--- src/rtl/bcb_map.svh ---
// Constants for the bit-clear and conditional branch execute block.
// How it works
// - Bit-clear zeroes one bit, keeps the rest.
// - Access flag zero: access bank; one: bank select.
// - Extended set, flag zero, address <= 5Fh: indexed.
// - None of these instructions alters status flags.
// - Branch on negative when negative flag is one.
// - Branch on no carry when carry is zero.
// - Branch on not negative when negative is zero.
// - Branch on no overflow when overflow is zero.
// - Branch on nonzero when zero flag is zero.
// - Taken: PC gets incremented PC plus twice offset.
// - Taken branch adds one all-idle cycle.
// - Not taken: idle fourth phase, continue at PC+2.
`ifndef BCB_MAP_SVH
`define BCB_MAP_SVH

`define BCB_OP_BIT_CLEAR      4'h9
`define BCB_OP_BRANCH_NEG     8'hE6
`define BCB_OP_BRANCH_NO_C    8'hE3
`define BCB_OP_BRANCH_NOT_NEG 8'hE7
`define BCB_OP_BRANCH_NO_OV   8'hE5
`define BCB_OP_BRANCH_NONZERO 8'hE1
`define BCB_OP_NOP            16'h0000

`define BCB_IDX_MAX           8'h5F
`define BCB_ACC_SPLIT         8'h60
`define BCB_ACC_LO_BANK       4'h0
`define BCB_ACC_HI_BANK       4'hF

`define BCB_BIT_POS_HI        11
`define BCB_BIT_POS_LO        9
`define BCB_ACCESS_BIT        8

`define BCB_PC_W              21
`define BCB_DADDR_W           12
`define BCB_PC_RESET          21'h000000
`define BCB_DADDR_RESET       12'h000
`define BCB_DATA_RESET        8'h00

`endif

--- src/rtl/bcb_pkg.sv ---
// Types shared by the bit-clear and conditional branch execute block.
package bcb_pkg;

  // Q phases in Gray order so one bit changes per clock.
  typedef enum logic [1:0] {
    BCB_Q1 = 2'b00,
    BCB_Q2 = 2'b01,
    BCB_Q3 = 2'b11,
    BCB_Q4 = 2'b10
  } bcb_phase_t;

endpackage

--- src/rtl/bcb_addr_if.sv ---
// Operand address request between the execute core and its address unit.
`timescale 1ns/10ps
interface bcb_addr_if;
  logic [7:0]  f;
  logic        acc_sel;
  logic [3:0]  bank;
  logic        ext_en;
  logic [11:0] fsr2;
  logic [11:0] addr;
  logic        indexed;

  modport gen  (input f, acc_sel, bank, ext_en, fsr2,
                output addr, indexed);
  modport user (output f, acc_sel, bank, ext_en, fsr2,
                input addr, indexed);
endinterface

--- src/rtl/bcb_addr_gen.sv ---
// Data memory address generation for the bit-clear instruction.
`timescale 1ns/10ps
`include "bcb_map.svh"
module bcb_addr_gen
  import bcb_pkg::*;
(
  bcb_addr_if.gen ai
);

  wire        idx_hit;
  wire        acc_low;
  wire [11:0] acc_addr;
  wire [11:0] bank_addr;
  wire [11:0] idx_addr;

  assign idx_hit   = ~ai.acc_sel & ai.ext_en
                     & (ai.f <= `BCB_IDX_MAX);
  assign acc_low   = ai.f < `BCB_ACC_SPLIT;
  assign acc_addr  = acc_low ? {`BCB_ACC_LO_BANK, ai.f}
                             : {`BCB_ACC_HI_BANK, ai.f};
  assign bank_addr = {ai.bank, ai.f};
  assign idx_addr  = ai.fsr2 + {4'h0, ai.f};

  assign ai.addr    = idx_hit    ? idx_addr :
                      ai.acc_sel ? bank_addr : acc_addr;
  assign ai.indexed = idx_hit;

endmodule // bcb_addr_gen

--- src/rtl/bcb_exec.sv ---
// Execute core for bit-clear and five conditional relative branches.
`timescale 1ns/10ps
`include "bcb_map.svh"
module bcb_exec
  import bcb_pkg::*;
(
  input  wire logic                    clk,
  input  wire logic                    rst_n,
  input  wire logic [15:0]             instr,
  input  wire logic                    ext_en,
  input  wire logic [3:0]              bank_select_register,
  input  wire logic [11:0]             fsr2,
  input  wire logic                    flag_n,
  input  wire logic                    flag_ov,
  input  wire logic                    flag_c,
  input  wire logic                    flag_z,
  input  wire logic [`BCB_PC_W-1:0]    pc_inc,
  input  wire logic [7:0]              dmem_rdata,
  output logic [1:0]                   q_phase,
  output logic [`BCB_DADDR_W-1:0]      dmem_addr,
  output logic                         dmem_rd,
  output logic                         dmem_wr,
  output logic [7:0]                   dmem_wdata,
  output logic [`BCB_PC_W-1:0]         pc_next,
  output logic                         pc_load,
  output logic                         nop_cycle,
  output logic                         status_we
);

  ////////////////////////////////////////////////////////////////////////
  // Phase sequencer and instruction capture.

  bcb_phase_t              q_reg;
  bcb_phase_t              q_next;
  logic [15:0]             ir_reg;
  logic [3:0]              flags_reg;
  logic [`BCB_PC_W-1:0]    pc_base_reg;
  logic                    nop_reg;

  always_comb begin
    case (q_reg)
      BCB_Q1:  q_next = BCB_Q2;
      BCB_Q2:  q_next = BCB_Q3;
      BCB_Q3:  q_next = BCB_Q4;
      BCB_Q4:  q_next = BCB_Q1;
      default: q_next = BCB_Q1;
    endcase
  end

  wire ph1 = (q_reg == BCB_Q1);
  wire ph2 = (q_reg == BCB_Q2);
  wire ph3 = (q_reg == BCB_Q3);
  wire ph4 = (q_reg == BCB_Q4);

  // The idle cycle after a taken branch decodes a forced no-operation.
  wire [15:0] ir_next = nop_reg ? `BCB_OP_NOP : instr;

  always_ff @(posedge clk or negedge rst_n) begin
    if (!rst_n) begin
      q_reg       <= BCB_Q1;
      ir_reg      <= `BCB_OP_NOP;
      flags_reg   <= 4'h0;
      pc_base_reg <= `BCB_PC_RESET;
    end else begin
      q_reg <= q_next;
      if (ph1) begin
        ir_reg      <= ir_next;
        flags_reg   <= {flag_n, flag_ov, flag_c, flag_z};
        pc_base_reg <= pc_inc;
      end
    end
  end

  ////////////////////////////////////////////////////////////////////////
  // Operand address for the bit-clear read and write.

  bcb_addr_if ai ();

  assign ai.f       = instr[7:0];
  assign ai.acc_sel = instr[`BCB_ACCESS_BIT];
  assign ai.bank    = bank_select_register;
  assign ai.ext_en  = ext_en;
  assign ai.fsr2    = fsr2;

  bcb_addr_gen u_addr_gen (
    .ai (ai.gen)
  );

  ////////////////////////////////////////////////////////////////////////
  // Decode of the latched instruction; bcf_in decodes the incoming one.

  wire       fn = flags_reg[3];
  wire       fv = flags_reg[2];
  wire       fc = flags_reg[1];
  wire       fz = flags_reg[0];
  wire [7:0] hi = ir_reg[15:8];

  wire bcf_in   = (ir_next[15:12] == `BCB_OP_BIT_CLEAR);
  wire is_bcf   = (ir_reg[15:12] == `BCB_OP_BIT_CLEAR);
  wire take_n   = (hi == `BCB_OP_BRANCH_NEG)      &  fn;
  wire take_nc  = (hi == `BCB_OP_BRANCH_NO_C)     & ~fc;
  wire take_nn  = (hi == `BCB_OP_BRANCH_NOT_NEG)  & ~fn;
  wire take_nov = (hi == `BCB_OP_BRANCH_NO_OV)    & ~fv;
  wire take_nz  = (hi == `BCB_OP_BRANCH_NONZERO)  & ~fz;
  wire is_br    = (hi == `BCB_OP_BRANCH_NEG) | (hi == `BCB_OP_BRANCH_NO_C)
                | (hi == `BCB_OP_BRANCH_NOT_NEG)
                | (hi == `BCB_OP_BRANCH_NO_OV)
                | (hi == `BCB_OP_BRANCH_NONZERO);
  wire taken    = take_n | take_nc | take_nn | take_nov | take_nz;

  wire [`BCB_PC_W-1:0] br_off = {{12{ir_reg[7]}}, ir_reg[7:0], 1'b0};
  wire [`BCB_PC_W-1:0] target = pc_base_reg + br_off;

  wire [7:0] clr_mask = ~(8'h01 << ir_reg[`BCB_BIT_POS_HI:`BCB_BIT_POS_LO]);

  ////////////////////////////////////////////////////////////////////////
  // Bit-clear data path: read in Q2, modify in Q3, write in Q4.

  logic [7:0]                data_reg;
  logic [`BCB_DADDR_W-1:0]   dmem_addr_reg;
  logic                      dmem_rd_reg;
  logic                      dmem_wr_reg;
  logic [7:0]                dmem_wdata_reg;

  wire dmem_rd_next = ph1 & bcf_in;
  wire dmem_wr_next = ph3 & is_bcf;

  always_ff @(posedge clk or negedge rst_n) begin
    if (!rst_n) begin
      dmem_addr_reg  <= `BCB_DADDR_RESET;
      dmem_rd_reg    <= 1'b0;
      dmem_wr_reg    <= 1'b0;
      data_reg       <= `BCB_DATA_RESET;
      dmem_wdata_reg <= `BCB_DATA_RESET;
    end else begin
      dmem_rd_reg <= dmem_rd_next;
      dmem_wr_reg <= dmem_wr_next;
      if (ph1 & bcf_in)
        dmem_addr_reg <= ai.addr;
      if (ph2)
        data_reg <= dmem_rdata;
      if (ph3)
        dmem_wdata_reg <= data_reg & clr_mask;
    end
  end

  ////////////////////////////////////////////////////////////////////////
  // Program counter and the idle cycle of a taken branch.

  logic [`BCB_PC_W-1:0]  pc_next_reg;
  logic                  pc_load_reg;
  logic                  status_we_reg;

  // Neither bit-clear nor any branch here ever writes the status flags.
  wire status_we_next = 1'b0;

  always_ff @(posedge clk or negedge rst_n) begin
    if (!rst_n) begin
      pc_next_reg   <= `BCB_PC_RESET;
      pc_load_reg   <= 1'b0;
      nop_reg       <= 1'b0;
      status_we_reg <= 1'b0;
    end else begin
      status_we_reg <= status_we_next;
      pc_load_reg   <= ph4 & taken;
      if (ph4) begin
        nop_reg <= taken;
        if (is_br)
          pc_next_reg <= taken ? target : pc_base_reg;
      end
    end
  end

  assign q_phase    = q_reg;
  assign dmem_addr  = dmem_addr_reg;
  assign dmem_rd    = dmem_rd_reg;
  assign dmem_wr    = dmem_wr_reg;
  assign dmem_wdata = dmem_wdata_reg;
  assign pc_next    = pc_next_reg;
  assign pc_load    = pc_load_reg;
  assign nop_cycle  = nop_reg;
  assign status_we  = status_we_reg;

  ////////////////////////////////////////////////////////////////////////
  // Checks.

  a_bcf_clear_bit: assert property (
    @(posedge clk) disable iff (!rst_n)
    dmem_wr |-> ((dmem_wdata & ~clr_mask) == 8'h00)
                && ((dmem_wdata | ~clr_mask) == (data_reg | ~clr_mask)))
    else $error("Bit clear wrote a wrong value.");

  a_bank_addr: assert property (
    @(posedge clk) disable iff (!rst_n)
    (ph1 && !nop_reg && instr[15:12] == `BCB_OP_BIT_CLEAR
         && instr[`BCB_ACCESS_BIT])
    |=> dmem_addr == {$past(bank_select_register), $past(instr[7:0])})
    else $error("Banked address is wrong.");

  a_indexed_addr: assert property (
    @(posedge clk) disable iff (!rst_n)
    (ph1 && !nop_reg && instr[15:12] == `BCB_OP_BIT_CLEAR
         && !instr[`BCB_ACCESS_BIT] && ext_en
         && instr[7:0] <= `BCB_IDX_MAX)
    |=> dmem_addr == $past(fsr2) + {4'h0, $past(instr[7:0])})
    else $error("Indexed address is wrong.");

  a_status_kept: assert property (
    @(posedge clk) disable iff (!rst_n)
    !status_we)
    else $error("Status flags were written.");

  a_br_negative: assert property (
    @(posedge clk) disable iff (!rst_n)
    (ph4 && hi == `BCB_OP_BRANCH_NEG) |=> pc_load == $past(fn))
    else $error("Branch on negative decided wrongly.");

  a_br_no_carry: assert property (
    @(posedge clk) disable iff (!rst_n)
    (ph4 && hi == `BCB_OP_BRANCH_NO_C) |=> pc_load == !$past(fc))
    else $error("Branch on no carry decided wrongly.");

  a_br_not_negative: assert property (
    @(posedge clk) disable iff (!rst_n)
    (ph4 && hi == `BCB_OP_BRANCH_NOT_NEG) |=> pc_load == !$past(fn))
    else $error("Branch on not negative decided wrongly.");

  a_br_no_overflow: assert property (
    @(posedge clk) disable iff (!rst_n)
    (ph4 && hi == `BCB_OP_BRANCH_NO_OV) |=> pc_load == !$past(fv))
    else $error("Branch on no overflow decided wrongly.");

  a_br_nonzero: assert property (
    @(posedge clk) disable iff (!rst_n)
    (ph4 && hi == `BCB_OP_BRANCH_NONZERO) |=> pc_load == !$past(fz))
    else $error("Branch on nonzero decided wrongly.");

  a_branch_target: assert property (
    @(posedge clk) disable iff (!rst_n)
    pc_load |-> pc_next == pc_base_reg + br_off)
    else $error("Branch target is wrong.");

  a_taken_idle: assert property (
    @(posedge clk) disable iff (!rst_n)
    pc_load |-> (nop_cycle && !dmem_wr)[*4] ##1 !nop_cycle)
    else $error("Taken branch idle cycle is wrong.");

  a_not_taken: assert property (
    @(posedge clk) disable iff (!rst_n)
    (ph4 && is_br && !taken)
    |=> !pc_load && !nop_cycle && pc_next == $past(pc_base_reg))
    else $error("Untaken branch did not fall through.");

  a_bcf_phases: assert property (
    @(posedge clk) disable iff (!rst_n)
    dmem_rd |-> q_reg == BCB_Q2 ##1 (q_reg == BCB_Q3 && !dmem_wr)
                ##1 (dmem_wr && q_reg == BCB_Q4))
    else $error("Bit clear phases out of order.");

  a_rd_one_shot: assert property (
    @(posedge clk) disable iff (!rst_n)
    dmem_rd |=> !dmem_rd)
    else $error("Read strobe lasted more than one clock.");

  a_wr_one_shot: assert property (
    @(posedge clk) disable iff (!rst_n)
    dmem_wr |=> !dmem_wr)
    else $error("Write strobe lasted more than one clock.");

  a_rd_for_bcf: assert property (
    @(posedge clk) disable iff (!rst_n)
    dmem_rd |-> is_bcf)
    else $error("Read strobe without a bit clear.");

  a_wr_for_bcf: assert property (
    @(posedge clk) disable iff (!rst_n)
    dmem_wr |-> (is_bcf && ph4))
    else $error("Write strobe outside a bit clear write phase.");

  a_phase_cycle: assert property (
    @(posedge clk) disable iff (!rst_n)
    ph1 |=> ph2 ##1 ph3 ##1 ph4 ##1 ph1)
    else $error("Phases left their order.");

  a_idle_quiet: assert property (
    @(posedge clk) disable iff (!rst_n)
    nop_cycle |-> (!dmem_rd && !dmem_wr))
    else $error("Memory touched in the idle cycle.");

  a_load_pulse: assert property (
    @(posedge clk) disable iff (!rst_n)
    pc_load |-> (ph1 && nop_cycle) ##1 !pc_load)
    else $error("Branch load pulse misplaced.");

  a_taken_enters: assert property (
    @(posedge clk) disable iff (!rst_n)
    (ph4 && taken) |=> (pc_load && nop_cycle))
    else $error("Taken branch did not start its idle cycle.");

  a_pc_only_branch: assert property (
    @(posedge clk) disable iff (!rst_n)
    !(ph4 && is_br) |=> $stable(pc_next))
    else $error("Program counter changed outside a branch.");

  a_idle_ignores: assert property (
    @(posedge clk) disable iff (!rst_n)
    (ph1 && nop_reg) |=> (ir_reg == `BCB_OP_NOP))
    else $error("Idle cycle decoded a real instruction.");

endmodule // bcb_exec

--- config.mk ---
export PLATFORM = sky130hd
export DESIGN_NAME = bcb_exec
export DESIGN_NICKNAME = d
export VERILOG_FILES = /design/src/rtl/bcb_pkg.sv /design/src/rtl/bcb_addr_if.sv /design/src/rtl/bcb_addr_gen.sv /design/src/rtl/bcb_exec.sv
export VERILOG_INCLUDE_DIRS = /design/src /design/src/rtl
export SDC_FILE = /design/constraint.sdc
export NUM_CORES = 1
export LEC_CHECK = 0
export BUFFER_PORTS_ARGS = -buffer_cell sky130_fd_sc_hd__buf_2
export CAP_MARGIN = 20
export CORE_ASPECT_RATIO = 0.7
export CORE_MARGIN = 2
export CORE_UTILIZATION = 57
export CTS_BUF_LIST = sky130_fd_sc_hd__clkbuf_2 sky130_fd_sc_hd__clkbuf_4 sky130_fd_sc_hd__clkbuf_8
export DETAILED_ROUTE_END_ITERATION = 10
export GPL_TIMING_DRIVEN = 0
export MAX_ROUTING_LAYER = met4
export PLACE_DENSITY = 0.94
export RECOVER_POWER = 50
export SYNTH_ARGS = -nofsm -noshare
export SYNTH_HDL_FRONTEND = slang
export SYNTH_SLANG_ARGS = --single-unit
--- constraint.sdc ---
create_clock -name clk -period 3.1 [get_ports clk]
set_clock_uncertainty 0.2 [all_clocks]
set_input_delay 0.93 -clock clk [delete_from_list [all_inputs] [get_ports clk]]
set_output_delay 0.93 -clock clk [all_outputs]
set_load 0.05 [all_outputs]
==> flow_metrics.tcl <==
set metrics [dict create \
    synth.net_count 702 \
    numCtsBuffers 9 \
    layout-drive-gt1-share_pct 20.7 \
    drt.antenna.violating_nets 0 \
    hold_path.class "flop to flop" \
    postSynth.topFlopCell "sky130_fd_sc_hd__dfrtp_1" \
    ys.warnings.count 0 \
    worst-slew-pin-transition_ps 1800 \
    endpoint_kind "flop" \
    die_h_um 84.9 \
    ctsLongestPathBuffers 2 \
    wl_per_cell_um 16.9 \
    initial_utilization_pct 58.7 \
    finalHoldViolations 0 \
    finalSetupViolations 0 \
    status "finished, violations left" \
    detail_route.wirelength_um 14600 \
    synthToLayoutAreaGrowth_pct 18.5 \
    worst_hold_path.num_cells 2 \
    sinks_on_clock_net 96 \
    grt_first_pass_wirelength_um 24100 \
    timing.hold.ws_ps 285 \
    clock_pin_slew_on_the_worst_setup_and_hold_paths_ps 90 \
    critical_path_arrival_ps 3060 \
    antenna_found_initial 0 \
    synth-edff-count 0 \
    drc 0 \
    critical_path.reg2reg.endpoint "pc_next[17]$_DFFE_PN0P_" \
    maximum_number_of_pins_on_one_net_before_global_route_repair 67 \
    final_period_minus_worst_setup_slack_ps 3000 \
    power_report.internal_total_mw 2.07 \
    register_area_share_after_synthesis_pct 45.1 \
    die_area_sq_mm 0.0101 \
    reg2reg_setup_slack_ps 200 \
    final.fill_count 734 \
    cellLeakagePower_nw 3.22 \
    worst-setup-path-type "primary input to flop" \
    grt_setup_unrepaired "false" \
    average_via_count_per_standard_cell 5.88 \
    final_global_route_overflow_total 0 \
    final_critical_path_setup_slack_ps 95.7 \
    post-dp-hpwl_um 10600 \
    synth_cell_type_count 52 \
    horizontal_extent_of_the_die_um 120 \
    p_sw_share_pct 33.4 \
    violated_checks "capacitance limit, slew limit" \
    power-per-cell-area_mw_per_mm2 493 \
    synthCells 605 \
    number_of_placement_rows 29 \
    vias_in_the_first_global_route 5003 \
    share_clk_of_total_power_pct 29.5 \
    tcrit_tclk_final_pct 96.9 \
    crit_start "instr[0]" \
    design.final.nets 829 \
    path_max_fanout 3 \
    r2r.worst_path.cells 8 \
    fmaxAchievable_mhz 333 \
    cts.root.buffer_cell "sky130_fd_sc_hd__clkbuf_8" \
    min-delay-start "flags_reg[1]$_DFFE_PN0P_" \
    global_route.usage.total_pct 31.1 \
    p_comb_share_pct 25.1 \
    critical_path.reg2reg.startpoint "ir_reg[7]$_DFFE_PN0P_" \
    gp_congestion 0.987 \
    dr.pass1.iters 7 \
    clkLatencyLatePin_ps 380 \
    number_of_port_buffers 114 \
    cts_max_level 3 \
    timing.max_cap.violations 1 \
    asyncSetResetFlopFracSynth_pct 100 \
    worst_setup_path_start_kind "primary input" \
    hold_end "flags_reg[1]$_DFFE_PN0P_" \
    post_cts.repair.setup_buffers 0 \
    synth_seq_cells 96 \
    syn-cell-area_sq_mm 0.00533 \
    power.net_switching_mw 1.04 \
    setup_total_negative_slack_ps 0 \
    route.vias.total 5053 \
    core-area_sq_mm 0.00907 \
    tritoncts "yes" \
    place_ws_ps -369 \
    worst_slew_margin_rel_pct -19.7 \
    detailedRoute.firstIterationViolations 438 \
    syn_area_per_cell_sq_um 8.80 \
    timing_max_transition_violations_final 31 \
    floorplan.io_pins 116 \
    n_antenna_cell 0 \
    worst_ep_required_time_ps 3150 \
    ir_drop_mv 0.362 \
    sequentialPowerShare_pct 45.4 \
]
[cells in the final DEF, fill, tap and decap left out, types with 7 or more instances in the layout]
master	count
sky130_fd_sc_hd__nor3_1	7
sky130_fd_sc_hd__a21o_1	14
sky130_fd_sc_hd__o21ai_0	49
sky130_fd_sc_hd__a21oi_1	45
sky130_fd_sc_hd__xor2_1	10
sky130_fd_sc_hd__xnor2_1	10
sky130_fd_sc_hd__clkbuf_8	10
sky130_fd_sc_hd__nor2_1	33
sky130_fd_sc_hd__nand2b_1	7
sky130_fd_sc_hd__ha_1	27
sky130_fd_sc_hd__nand3_1	10
sky130_fd_sc_hd__nand2_1	155
sky130_fd_sc_hd__buf_2	116
sky130_fd_sc_hd__dfrtp_1	95
sky130_fd_sc_hd__inv_1	12
sky130_fd_sc_hd__nand3b_1	15
sky130_fd_sc_hd__mux2_2	9
sky130_fd_sc_hd__clkbuf_1	23
[per-layer routing]
layer | GRT usage (%) | vias up | wire, um
met2 | 47.0 | 265 | 6550
li1 | - | 2336 | -
met3 | 5.85 | 60 | 1080
met5 | - | - | 0
met1 | 41.3 | 2392 | 6440
met4 | 13.9 | 0 | 499
[cells in the mapped netlist, types with 5 or more instances]
library cell               count  area, sq um
sky130_fd_sc_hd__a211oi_1      5         37.5
sky130_fd_sc_hd__a21o_1       14          105
sky130_fd_sc_hd__a21oi_1      46          230
sky130_fd_sc_hd__a22oi_1       6         45.0
sky130_fd_sc_hd__a31oi_1       6         37.5
sky130_fd_sc_hd__clkbuf_1     22         82.6
sky130_fd_sc_hd__dfrtp_1      96         2400
sky130_fd_sc_hd__ha_1         27          338
sky130_fd_sc_hd__inv_1        12         45.0
sky130_fd_sc_hd__mux2_2        9          101
sky130_fd_sc_hd__mux2i_1       5         50.1
sky130_fd_sc_hd__nand2_1     155          582
sky130_fd_sc_hd__nand2b_1      7         43.8
sky130_fd_sc_hd__nand3_1      10         50.1
sky130_fd_sc_hd__nand3b_1     15          113
sky130_fd_sc_hd__nor2_1       33          124
sky130_fd_sc_hd__nor2b_1       6         37.5
sky130_fd_sc_hd__nor3_1        7         35.0
sky130_fd_sc_hd__o21a_1        5         37.5
sky130_fd_sc_hd__o21ai_0      49          245
sky130_fd_sc_hd__o21bai_1      5         37.5
sky130_fd_sc_hd__xnor2_1      10         87.6
sky130_fd_sc_hd__xor2_1       10         87.6
[critical path, cell delays in order]
cell and delay (ps):
sky130_fd_sc_hd__buf_2 120, sky130_fd_sc_hd__ha_1 230, sky130_fd_sc_hd__fa_1 410, sky130_fd_sc_hd__a21o_1 190, sky130_fd_sc_hd__a21oi_1 230, sky130_fd_sc_hd__o21bai_1 120, sky130_fd_sc_hd__a21oi_2 210, sky130_fd_sc_hd__o21ai_0 170
sky130_fd_sc_hd__xor2_1 170, sky130_fd_sc_hd__a21oi_1 190, sky130_fd_sc_hd__o21ai_0 90
[cell families after synthesis]
group	synth area share [%]
fa+ha+maj	7.09
compound gates	17.0
other cells	0.0704
flops	45.1
mux	3.27
buf+inv	3.36
xor+xnor	3.29
simple gates	20.9
[power by group through the flow]
stage / registers, mW / logic (mW) / clock network (mW)
2_1_floorplan: 1.64 / 0.320 / 0
3_3_place_gp: 1.43 / 0.733 / 0
3_5_place_dp: 1.43 / 0.766 / 0
4_1_cts: 1.41 / 0.774 / 0.921
5_1_grt: 1.42 / 0.844 / 0.970
6_report: 1.41 / 0.780 / 0.919
[through the flow]
stage                     util (%)  area [sq um]  instances  power (mW)
final                         69.6          6310        860        3.11
after global routing          69.6          6310        860        3.24
after CTS                     69.5          6300        859        3.10
after detailed placement      67.0          6080        844        2.20
after global placement        66.7          6050        843        2.16
after floorplan                  -          5330        605        1.96
[worst max-delay path by stage]
stage	end	slack [ps]	cells past startpoint
final	dmem_addr[8]$_DFFE_PN0P_	100	11
after global routing	dmem_addr[10]$_DFFE_PN0P_	9	11
after CTS	dmem_addr[8]$_DFFE_PN0P_	40	11
after detailed placement	dmem_addr[8]$_DFFE_PN0P_	-370	11
after global placement	dmem_addr[8]$_DFFE_PN0P_	-210	11
after floorplan	dmem_addr[8]$_DFFE_PN0P_	120	10
[layout make-up]
type	instances	area [sq um]	area share, %
clock buffers	10	138	2.18
well taps	124	155	2.46
multi-input cells	467	2750	43.6
plain buffers	29	130	2.06
clock inverters	5	81.3	1.29
flip-flops and latches	96	2400	38.1
repair buffers	116	602	9.53
inverters	13	48.8	0.773
[timing repair]
| action | CTS | global route |
|---|---|---|
| hold buffers | 0 | 0 |
| endpoints found under the hold margin | 0 | 0 |
| resized for setup | 0 | 3 |
| endpoints found under the setup margin | 0 | 6 |
Note: power is estimated with default switching activity, not from simulation.
